## src/logic/svm_pkg.sv

```systemverilog
// package: register map, field layout, types and timing of the supply monitor
package svm_pkg;

	// clock and delay timing
	localparam int unsigned CLK_FREQ_HZ = 200_000_000;
	localparam int unsigned IRQ_ASSERT_DELAY_US = 60;
	localparam int unsigned IRQ_ASSERT_DELAY_CYCLES =
		IRQ_ASSERT_DELAY_US * (CLK_FREQ_HZ / 1_000_000);

	// byte offsets on the register bus
	localparam logic [7:0] OFS_DETECT_CONTROL = 8'h00;
	localparam logic [7:0] OFS_IRQ_CONTROL_TWO = 8'h04;
	localparam logic [7:0] OFS_GLOBAL_CONTROL = 8'h08;
	localparam logic [7:0] OFS_EVENT_STATUS = 8'h0C;
	localparam logic [7:0] OFS_EVENT_MASK = 8'h10;
	localparam logic [7:0] OFS_THRESHOLD_MV = 8'h14;

	// detect control fields
	localparam int unsigned CTL_THRESH_LSB = 0;
	localparam int unsigned CTL_THRESH_W = 3;
	localparam int unsigned CTL_BANDGAP_BIT = 3;
	localparam int unsigned CTL_ENABLE_BIT = 4;
	localparam int unsigned CTL_OUTPUT_BIT = 5;

	// irq control two and global control fields
	localparam int unsigned IRQ2_FLAG_BIT = 4;
	localparam int unsigned IRQ2_ENABLE_BIT = 0;
	localparam int unsigned GLB_IRQ_EN_BIT = 0;

	// event status and mask layout
	localparam int unsigned EVT_W = 3;
	localparam int unsigned EVT_IRQ_FLAG = 0;
	localparam int unsigned EVT_LOW_RISE = 1;
	localparam int unsigned EVT_LOW_FALL = 2;

	// values after reset
	localparam logic [7:0] CTL_RESET = 8'h00;
	localparam logic [EVT_W-1:0] EVT_RESET = 3'h0;
	localparam logic [31:0] RDATA_RESET = 32'h0000_0000;

	// trip level in millivolts for each threshold code
	localparam logic [15:0] THRESH_MV [0:7] = '{
		16'h07D0, 16'h0898, 16'h0960, 16'h0A8C,
		16'h0BB8, 16'h0CE4, 16'h0E10, 16'h0FA0
	};

	typedef enum logic [3:0] {
		SVM_MODE_FAST  = 4'h1,
		SVM_MODE_SLOW  = 4'h2,
		SVM_MODE_IDLE  = 4'h4,
		SVM_MODE_SLEEP = 4'h8
	} svm_mode_e;

	typedef struct packed {
		logic        read;
		logic        write;
		logic [7:0]  address;
		logic [31:0] writedata;
		logic [3:0]  byteenable;
	} svm_avm_req_s;

	typedef struct packed {
		logic [31:0] readdata;
		logic        waitrequest;
	} svm_avm_rsp_s;

	typedef struct packed {
		logic       detector_on;
		logic       bandgap_on;
		logic [2:0] threshold_sel;
	} svm_analog_s;

endpackage

```

## src/logic/svm_sync.sv

```systemverilog
// two flip-flop synchroniser for levels from outside the clock domain
`timescale 1ns/1ps
`default_nettype none
module svm_sync
	import svm_pkg::*;
#(
	parameter int unsigned WIDTH = 1
) (
	input  wire logic             core_clk_i,
	input  wire logic             reset_n_i,
	input  wire logic             ce_i,
	input  wire logic [WIDTH-1:0] async_i,
	output logic      [WIDTH-1:0] sync_o
);
	logic [WIDTH-1:0] stage_one;

	if (WIDTH < 1) begin : g_chk
		$error("svm_sync: WIDTH must be at least 1");
	end

	// stage_one is read by the second flop only
	always_ff @(posedge core_clk_i or negedge reset_n_i) begin
		if (!reset_n_i) begin
			stage_one <= '0;
			sync_o    <= '0;
		end else if (ce_i) begin
			stage_one <= async_i;
			sync_o    <= stage_one;
		end
	end
endmodule
`default_nettype wire

```

## src/logic/svm_delay.sv

```systemverilog
// hold-off timer: one pulse once its arm level has stayed high long enough
`timescale 1ns/1ps
`default_nettype none
module svm_delay
	import svm_pkg::*;
#(
	parameter int unsigned CYCLES = IRQ_ASSERT_DELAY_CYCLES
) (
	input  wire logic core_clk_i,
	input  wire logic reset_n_i,
	input  wire logic ce_i,
	input  wire logic arm_i,
	output logic      done_o
);
	localparam int unsigned CW = $clog2(CYCLES + 1);
	localparam logic [CW-1:0] LAST = CW'(CYCLES - 1);

	logic [CW-1:0] count;
	logic          spent;

	if (CYCLES < 1) begin : g_chk
		$error("svm_delay: CYCLES must be at least 1");
	end

	// dropping arm restarts the wait, so a glitch never fires
	always_ff @(posedge core_clk_i or negedge reset_n_i) begin
		if (!reset_n_i) begin
			count <= '0;
			spent <= 1'b0;
		end else if (ce_i) begin
			if (!arm_i) begin
				count <= '0;
				spent <= 1'b0;
			end else if (!spent) begin
				if (count == LAST) begin
					spent <= 1'b1;
				end else begin
					count <= count + CW'(1);
				end
			end
		end
	end

	always_ff @(posedge core_clk_i or negedge reset_n_i) begin
		if (!reset_n_i) begin
			done_o <= 1'b0;
		end else if (ce_i) begin
			done_o <= arm_i && !spent && (count == LAST);
		end
	end
endmodule
`default_nettype wire

```

## src/logic/svm_top.sv

```systemverilog
// supply voltage monitor: control registers, flag logic and interrupt request
//
// How it works
// - three select bits pick one of eight trip levels, 2.0 V up to 4.0 V
// - output flag reads one while supply is below the level, else zero
// - enable bit one turns detector on, zero switches it off
// - enable works in fast, slow and idle; sleep forces the detector off
// - bandgap on when detector, low voltage reset or buffer bit enabled
// - control bits seven and six are unimplemented and read zero
// - request flag sets after a fixed delay of flag staying high, or by a software write
// - a request flag newly set by the timer produces a wake-up from idle
// - every flag transition near the threshold passes through, none latched
// - request flag at bit four, its enable at bit zero, of irq control two
// - no interrupt leaves the block while the global enable is clear
`timescale 1ns/1ps
`default_nettype none
module svm_top
	import svm_pkg::*;
#(
	parameter int unsigned IRQ_DELAY_CYCLES = IRQ_ASSERT_DELAY_CYCLES
) (
	input  wire logic         core_clk_i,
	input  wire logic         reset_n_i,
	input  wire logic         ce_i,
	input  wire svm_avm_req_s avm_i,
	output var  svm_avm_rsp_s avm_o,
	input  wire svm_mode_e    power_mode_i,
	input  wire logic         lvr_enable_i,
	input  wire logic         comp_below_i,
	output var  svm_analog_s  analog_o,
	output logic              wake_o,
	output logic              lvd_irq_o,
	output logic              irq_o
);

	if (IRQ_DELAY_CYCLES < 1) begin : g_chk
		$error("svm_top: IRQ_DELAY_CYCLES must be at least 1");
	end

	// software state
	logic [CTL_THRESH_W-1:0] threshold_select;
	logic                    detector_enable;
	logic                    bandgap_buffer_enable;
	logic                    low_supply_irq_flag;
	logic                    low_supply_irq_enable;
	logic                    global_irq_enable;
	logic [EVT_W-1:0]        event_status;
	logic [EVT_W-1:0]        event_mask;

	// hardware state
	logic             below_sync;
	logic             low_supply_output_flag;
	logic             flag_prev;
	logic             delay_done;
	logic             detector_on;
	logic             in_sleep;
	logic             in_idle;
	logic [EVT_W-1:0] event_set;

	// bus state
	logic        ack;
	logic        req;
	logic        wr_fire;
	logic        wr_lane0;
	logic [7:0]  wdata;
	logic [5:0]  word_sel;
	logic [31:0] rd_word;
	logic [31:0] readdata;

	// power mode decode
	always_comb begin
		in_sleep = 1'b0;
		in_idle  = 1'b0;
		unique case (power_mode_i)
			SVM_MODE_FAST: begin
				in_sleep = 1'b0;
			end
			SVM_MODE_SLOW: begin
				in_sleep = 1'b0;
			end
			SVM_MODE_IDLE: begin
				in_idle = 1'b1;
			end
			SVM_MODE_SLEEP: begin
				in_sleep = 1'b1;
			end
			default: begin
				// a broken mode code is treated as the safe, quiet state
				in_sleep = 1'b1;
			end
		endcase
	end

	assign detector_on = detector_enable && !in_sleep;

	// comparator crossing into the clock domain
	svm_sync #(
		.WIDTH (1)
	) u_sync (
		.core_clk_i (core_clk_i),
		.reset_n_i  (reset_n_i),
		.ce_i       (ce_i),
		.async_i    (comp_below_i),
		.sync_o     (below_sync)
	);

	// output flag follows the synced comparator each cycle
	always_ff @(posedge core_clk_i or negedge reset_n_i) begin
		if (!reset_n_i) begin
			low_supply_output_flag <= 1'b0;
			flag_prev              <= 1'b0;
		end else if (ce_i) begin
			// a switched-off detector reports no low supply
			low_supply_output_flag <= detector_on && below_sync;
			flag_prev              <= low_supply_output_flag;
		end
	end

	// hold-off before the request flag may set
	svm_delay #(
		.CYCLES (IRQ_DELAY_CYCLES)
	) u_delay (
		.core_clk_i (core_clk_i),
		.reset_n_i  (reset_n_i),
		.ce_i       (ce_i),
		.arm_i      (low_supply_output_flag),
		.done_o     (delay_done)
	);

	// avalon slave: one wait state, then the answer
	assign req      = avm_i.read || avm_i.write;
	assign wr_fire  = avm_i.write && ack && ce_i;
	assign wr_lane0 = wr_fire && avm_i.byteenable[0];
	assign wdata    = avm_i.writedata[7:0];
	assign word_sel = avm_i.address[7:2];

	always_ff @(posedge core_clk_i or negedge reset_n_i) begin
		if (!reset_n_i) begin
			ack <= 1'b0;
		end else if (ce_i) begin
			ack <= req && !ack;
		end
	end

	// waitrequest also holds while frozen so no write is lost
	always_comb begin
		avm_o.waitrequest = !(ack && ce_i);
		avm_o.readdata    = readdata;
	end

	// detect control register
	always_ff @(posedge core_clk_i or negedge reset_n_i) begin
		if (!reset_n_i) begin
			threshold_select      <= CTL_RESET[CTL_THRESH_W-1:0];
			bandgap_buffer_enable <= CTL_RESET[CTL_BANDGAP_BIT];
			detector_enable       <= CTL_RESET[CTL_ENABLE_BIT];
		end else if (wr_lane0 &&
			(avm_i.address[7:2] == OFS_DETECT_CONTROL[7:2])) begin
			threshold_select <=
				wdata[CTL_THRESH_LSB +: CTL_THRESH_W];
			bandgap_buffer_enable <= wdata[CTL_BANDGAP_BIT];
			detector_enable       <= wdata[CTL_ENABLE_BIT];
		end
	end

	// request flag: the timer's set wins over a software clear
	always_ff @(posedge core_clk_i or negedge reset_n_i) begin
		if (!reset_n_i) begin
			low_supply_irq_flag <= 1'b0;
		end else if (ce_i) begin
			if (delay_done) begin
				low_supply_irq_flag <= 1'b1;
			end else if (wr_lane0 &&
				(word_sel == OFS_IRQ_CONTROL_TWO[7:2])) begin
				low_supply_irq_flag <= wdata[IRQ2_FLAG_BIT];
			end
		end
	end

	// request enable
	always_ff @(posedge core_clk_i or negedge reset_n_i) begin
		if (!reset_n_i) begin
			low_supply_irq_enable <= 1'b0;
		end else if (wr_lane0 &&
			(word_sel == OFS_IRQ_CONTROL_TWO[7:2])) begin
			low_supply_irq_enable <= wdata[IRQ2_ENABLE_BIT];
		end
	end

	// global enable
	always_ff @(posedge core_clk_i or negedge reset_n_i) begin
		if (!reset_n_i) begin
			global_irq_enable <= 1'b0;
		end else if (wr_lane0 &&
			(word_sel == OFS_GLOBAL_CONTROL[7:2])) begin
			global_irq_enable <= wdata[GLB_IRQ_EN_BIT];
		end
	end

	// sticky events, one per bit
	always_comb begin
		event_set               = '0;
		event_set[EVT_IRQ_FLAG] = delay_done && !low_supply_irq_flag;
		event_set[EVT_LOW_RISE] = low_supply_output_flag && !flag_prev;
		event_set[EVT_LOW_FALL] = !low_supply_output_flag && flag_prev;
	end

	for (genvar gi = 0; gi < EVT_W; gi++) begin : g_evt
		always_ff @(posedge core_clk_i or negedge reset_n_i) begin
			if (!reset_n_i) begin
				event_status[gi] <= EVT_RESET[gi];
			end else if (ce_i) begin
				if (event_set[gi]) begin
					// set beats a write-one clear in the same cycle
					event_status[gi] <= 1'b1;
				end else if (wr_lane0 && wdata[gi] &&
					(word_sel == OFS_EVENT_STATUS[7:2])) begin
					event_status[gi] <= 1'b0;
				end
			end
		end
	end

	// event mask
	always_ff @(posedge core_clk_i or negedge reset_n_i) begin
		if (!reset_n_i) begin
			event_mask <= EVT_RESET;
		end else if (wr_lane0 &&
			(word_sel == OFS_EVENT_MASK[7:2])) begin
			event_mask <= wdata[EVT_W-1:0];
		end
	end

	// read mux; unmapped words read zero
	always_comb begin
		rd_word = RDATA_RESET;
		unique case (word_sel)
			OFS_DETECT_CONTROL[7:2]: begin
				// bits seven and six stay zero
				rd_word[CTL_THRESH_LSB +: CTL_THRESH_W] =
					threshold_select;
				rd_word[CTL_BANDGAP_BIT] = bandgap_buffer_enable;
				rd_word[CTL_ENABLE_BIT]  = detector_enable;
				rd_word[CTL_OUTPUT_BIT]  = low_supply_output_flag;
			end
			OFS_IRQ_CONTROL_TWO[7:2]: begin
				rd_word[IRQ2_FLAG_BIT]   = low_supply_irq_flag;
				rd_word[IRQ2_ENABLE_BIT] = low_supply_irq_enable;
			end
			OFS_GLOBAL_CONTROL[7:2]: begin
				rd_word[GLB_IRQ_EN_BIT] = global_irq_enable;
			end
			OFS_EVENT_STATUS[7:2]: begin
				rd_word[EVT_W-1:0] = event_status;
			end
			OFS_EVENT_MASK[7:2]: begin
				rd_word[EVT_W-1:0] = event_mask;
			end
			OFS_THRESHOLD_MV[7:2]: begin
				rd_word[15:0] = THRESH_MV[threshold_select];
			end
			default: begin
				rd_word = RDATA_RESET;
			end
		endcase
	end

	// read data captured at the edge that ends the wait state
	always_ff @(posedge core_clk_i or negedge reset_n_i) begin
		if (!reset_n_i) begin
			readdata <= RDATA_RESET;
		end else if (ce_i && avm_i.read && !ack) begin
			readdata <= rd_word;
		end
	end

	// analog controls from flops, so the pins never glitch
	always_ff @(posedge core_clk_i or negedge reset_n_i) begin
		if (!reset_n_i) begin
			analog_o <= '0;
		end else if (ce_i) begin
			analog_o.detector_on   <= detector_on;
			analog_o.bandgap_on    <= detector_on || lvr_enable_i ||
				bandgap_buffer_enable;
			analog_o.threshold_sel <= threshold_select;
		end
	end

	// wake only on a fresh set; a preset flag keeps the core asleep
	always_ff @(posedge core_clk_i or negedge reset_n_i) begin
		if (!reset_n_i) begin
			wake_o <= 1'b0;
		end else if (ce_i) begin
			wake_o <= delay_done && !low_supply_irq_flag && in_idle;
		end
	end

	// interrupt outputs, both gated by the global enable
	always_ff @(posedge core_clk_i or negedge reset_n_i) begin
		if (!reset_n_i) begin
			lvd_irq_o <= 1'b0;
			irq_o     <= 1'b0;
		end else if (ce_i) begin
			lvd_irq_o <= global_irq_enable && low_supply_irq_enable &&
				low_supply_irq_flag;
			irq_o     <= global_irq_enable &&
				(|(event_status & event_mask));
		end
	end

endmodule
`default_nettype wire

```

## config.mk

```make
export PLATFORM = sky130hd
export DESIGN_NAME = svm_top
export DESIGN_NICKNAME = d
export VERILOG_FILES = /design/src/logic/svm_pkg.sv /design/src/logic/svm_sync.sv /design/src/logic/svm_delay.sv /design/src/logic/svm_top.sv
export SDC_FILE = /design/constraint.sdc
export NUM_CORES = 1
export LEC_CHECK = 0
export BUFFER_PORTS_ARGS = -buffer_cell sky130_fd_sc_hd__buf_2
export CELL_PAD_IN_SITES_DETAIL_PLACEMENT = 1
export CELL_PAD_IN_SITES_GLOBAL_PLACEMENT = 2
export CORE_MARGIN = 8
export CORE_UTILIZATION = 25
export CTS_CLUSTER_DIAMETER = 200
export CTS_CLUSTER_SIZE = 20
export DETAILED_ROUTE_END_ITERATION = 7
export GPL_TIMING_DRIVEN = 0
export HOLD_SLACK_MARGIN = 0.02
export PLACE_DENSITY_LB_ADDON = 0.1
export SLEW_MARGIN = 0
export SYNTH_ARGS = -nofsm -noshare
export SYNTH_HDL_FRONTEND = slang
export SYNTH_SLANG_ARGS = --single-unit
```

## constraint.sdc

```tcl
create_clock -name core_clk_i -period 4.7 [get_ports core_clk_i]
set_clock_uncertainty 0.15 [all_clocks]
set_input_delay 1.175 -clock core_clk_i [delete_from_list [all_inputs] [get_ports core_clk_i]]
set_output_delay 1.175 -clock core_clk_i [all_outputs]
set_load 0.01 [all_outputs]
```

-- Word-level counts from Yosys, hierarchy flattened
Memories as Yosys holds them, arrays and structs flattened.
Cells that the tools add are included.
W data, S select, Z words.
- memory bits (read-only): 128
- word-level logic and storage cells: 113
- memories kept: 1
- bits in registers: 59
- bits of input ports: 55
- output and inout bits: 41
- memories (name ; depth ; bits a word ; rd ports ; clocked after Yosys merged registers in ; write ports ; line ; source):
    (no name shown) ; 8 ; 16 ; 1 ; 0 ; 0 ; svm_top.sv:260 ; rd_word[15:0] = THRESH_MV[threshold_select];
- multiplexer cells: 23
- $lt $le $gt $ge: 1
- reduce and logical (&&, ||, !) cells: 49
- bitwise operators: 2
- equal/unequal tests: 11
- add/sub/neg operators: 1
- operators with widths (operator ; count):
    $mux W14 ; 3
    $mux W16 ; 2
    $logic_and A1 B1 Y1 ; 28
    $add A14 B1 Y14 const B ; 1
    $eq A14 B14 Y1 const B ; 1
    $eq A6 B2 Y1 const B ; 2
    $eq A6 B3 Y1 const B ; 2
    $mux W1 ; 12
    $mux W10 ; 1
    $pmux W2 S4 ; 1
    $reduce_and A2 Y1 ; 4
    $reduce_bool A2 Y1 ; 4
    $eq A6 B1 Y1 const B ; 1
    $logic_not A1 Y1 ; 6
    $logic_not A6 Y1 ; 1
    $pmux W1 S6 ; 1
    $reduce_or A3 Y1 ; 2
    $eq A4 B1 Y1 const B ; 1
    $eq A4 B2 Y1 const B ; 1
    $eq A4 B3 Y1 const B ; 1
    $ge A4 B4 Y1 const B ; 1
    $ne A2 B2 Y1 const B ; 2
    $not A3 Y4 ; 1
    $pmux W1 S2 ; 2
    4 further kinds ; 6

-- Logic depth before layout (Yosys ltp)
- depth in word-level cells: 7
- mapped depth: 6
- depth with buffers taken out: 6

-- Modules after synthesis
A second synthesis with hierarchy kept.
- cell total of the unflattened synthesis: 310
- area total of the unflattened synthesis: 3062.9 µm²
- modules (own cells, without submodules) (module ; area each (µm²) ; times used ; cells each ; sequential area each (µm²)):
    svm_top ; 2030.7 ; 1 ; 204 ; 925.9
    svm_delay ; 959.7 ; 1 ; 102 ; 400.4
    svm_sync ; 72.6 ; 1 ; 4 ; 50.0

-- Least setup slack after synthesis
No wires, ideal clock.
- path type: in2out
- start: input ce_i
- end: output avm_o[0] (netlist name)
- required time: 3.375 ns
- stages: 3
- arrival: 1.841 ns
- path buffers: 2
- slack: 1.534 ns
- cell sequence: clkbuf_1 > clkbuf_1 > nand2_1
- RTL lines (element ; line ; source):
    start, declared ; svm_top.sv:24 ; input wire logic ce_i,
    end, declared ; svm_top.sv:26 ; output var svm_avm_rsp_s avm_o,

==> metrics.csv <==
metric,value,unit
status,"complete, no violations",
fmax,0.262,GHz
slew_viol_final,0,
hold_path_class,reg -> reg,
ys_seq_area_share,46.0,%
max_cap_viol_count,0,
synth_common_cells,"dfrtp_1, buf_4, nand2_1, o21ai_0",
peakVddDrop,0.000153,V
yosysMostFrequentCell,dfrtp_1,
r2r_start,u_delay.count[0],
numClockSinks,55,
numCtsBuffers,5,
drt-wirelength-per-cell,16.6,um
cp.arrival,2490,ps
p_sw,0.000258,W
core,0.0119,mm2
vias,2361,
cts_setup_buffers,0,
leakagePower,1.70,nW
hold_start,readdata[0],
hold_violations,0,
initial_utilization,25.2,%
yosysWarnings,0,
clock_latency,300,ps
fillCellCount,1396,
yosys_most_used_dff,dfrtp_1,
ios,96,
ys_top_cells_by_area,"dfrtp_1, mux2_2, buf_4, o21ai_0, ha_1",
cts_hold_buf,0,
reg2regPathDepth,5,
p_sw_share,26.3,%
antenna_found_initial,0,
drt_iter0_drc,75,
powerDensity,272,mW/mm2
rows,40,
critical_path.cell_chain,buf_2 -> clkbuf_1 -> clkbuf_1 -> nand2_1 -> buf_2,
r2r_end,u_delay.count[0],
syn_inst,291,
syn2layout_area_growth,20.5,%
post-route-period-util,81.2,%
power.total,0.000981,W
startpoint_type,primary input,
cp_top_family,buffers and inverters,
cts.path.max_buffers,2,
postSynthAreaPerCell,10.3,um2
synth_top_area_share,46.0,%
dieWidth,125,um
cts_max_level,2,
drc,0,
io_buffers,41,
netlist_area,0.00299,mm2
crit_cells,5,
grt_setup_unrepaired,false,
clk_pin_slew,80,ps
hold_end,readdata[0],
synth_seq_cells,55,
crit_fanout,10,
synthArstFlopShare,100,%
root_buffer,clkbuf_16,
grtUsageTotal,11.0,%
globalplace.congestion,0.713,
pwr-share-seq,50.3,%
cts_resized,0,
setup_viol,0,
n_antenna_cell,0,
p_clk_share,39.7,%
drive_gt1_share,27.9,%
r2r_slack,2490,ps
yosysTopAreaCell,dfrtp_1,
cp_num_buf_inv,4,
die_h,125,um
fin_crit,3820,ps
dieArea,0.0157,mm2
tritoncts,yes,
post-dp-hpwl,6370,um
grt_pass1_wl,14000,um
grt_pass1_vias,2550,
synth_cell_types,52,
critPathKind,in -> out,
worst_setup_path_end_kind,primary output,
gr-total-overflow,0,
cp_slowest_stage_delay,490,ps
nNetsFinal,420,
viasPerCell,4.67,
worst_pin_slew,745,ps
grt_max_degree,56,
p_comb_share,10.1,%
maxSlewHeadroom,50.3,%
synth-edff-count,0,
worst_ep_required_time,3380,ps
intPower,0.000723,W
cpMaxStageDelayCell,clkbuf_1,
dr.pass1.iters,4,
setup_tns,0,ps
worstHoldPathCells,2,
wl,8410,um
final_antenna_net_count,0,
cells in the final DEF, fill, tap and decap left out, drive strengths merged, types with 4 or more instances in the layout:
master and n:
mux2 18, o21ai 19, nor2b 10, a21oi 9, nor3 6, nor4 7, dfrtp 55, a22o 5
buf 64, mux2i 4, inv 10, nand2 20, nand3 10, nor2 18, nand3b 4, clkbuf 12
nand4 8, ha 7, xnor2 6, conb 20
power by group through the flow:
stage,Combinational (W),Sequential (W),Clock (W)
4_1_cts,0.000101,0.000493,0.000410
3_3_place_gp,0.0000994,0.000502,0
5_1_grt,0.000112,0.000495,0.000430
3_5_place_dp,0.000100,0.000503,0
2_1_floorplan,0.0000578,0.000501,0
6_report,0.0000988,0.000493,0.000389
through the flow:
| step | area (um2) | util (%) | hold WS, ps | setup slack, ps | instances |
|---|---|---|---|---|---|
| after floorplan | 3070 | - | 308 | 1530 | 310 |
| after global placement | 3450 | 29.1 | 306 | 850 | 498 |
| after detailed placement | 3450 | 29.1 | 315 | 824 | 498 |
| after CTS | 3600 | 30.4 | 334 | 825 | 506 |
| after global routing | 3610 | 30.4 | 369 | 728 | 506 |
| final | 3610 | 30.4 | 326 | 883 | 506 |
area by class of cell:
type	instances	area [um2]	share of cell area, %
inverters	10	37.5	1.04
flip-flops and latches	55	1380	38.2
plain buffers	30	190	5.27
multi-input cells	215	1460	40.5
well taps	147	184	5.10
clock buffers	5	125	3.47
repair buffers	41	208	5.76
clock inverters	3	25.0	0.694
kinds of logic after synthesis:
family,after synthesis,synth area share (%)
fa+ha+maj,7,2.93
xor+xnor,9,2.63
flops,55,46.0
simple gates,100,18.9
mux,23,8.86
compound gates,56,13.0
buf+inv,40,7.61
other cells,1,0.125
layer usage:
metal | track usage [%] | up-vias | part of all wire, %
met5 | 0 | - | 0
li1 | - | 1144 | -
met1 | 14.9 | 1155 | 51
met2 | 16.8 | 58 | 43
met3 | 2.76 | 4 | 5.3
met4 | 3.01 | 0 | 0.97
worst max path at each step:
| stage | endpoint | from | slack, ps |
|---|---|---|---|
| 2_1_floorplan | avm_o[0] | ce_i | 1530 |
| 3_3_place_gp | avm_o[0] | ce_i | 850 |
| 3_5_place_dp | avm_o[0] | ce_i | 820 |
| 4_1_cts | avm_o[0] | ce_i | 820 |
| 5_1_grt | avm_o[0] | ce_i | 730 |
| 6_report | avm_o[0] | ce_i | 880 |
state kept, by name, indices dropped and copies added (netlist names), 3 cells and up:
name	cells
analog_o	5
u_delay.count	14
event_status	3
readdata	12
event_mask	3
threshold_select	3
tightest hold or removal path: stages, from the launching register on:
cell and delay, ps:
dfrtp_1 340, nand2_1 40, o21ai_0 60
No activity file was read; power rests on OpenSTA's default activity.
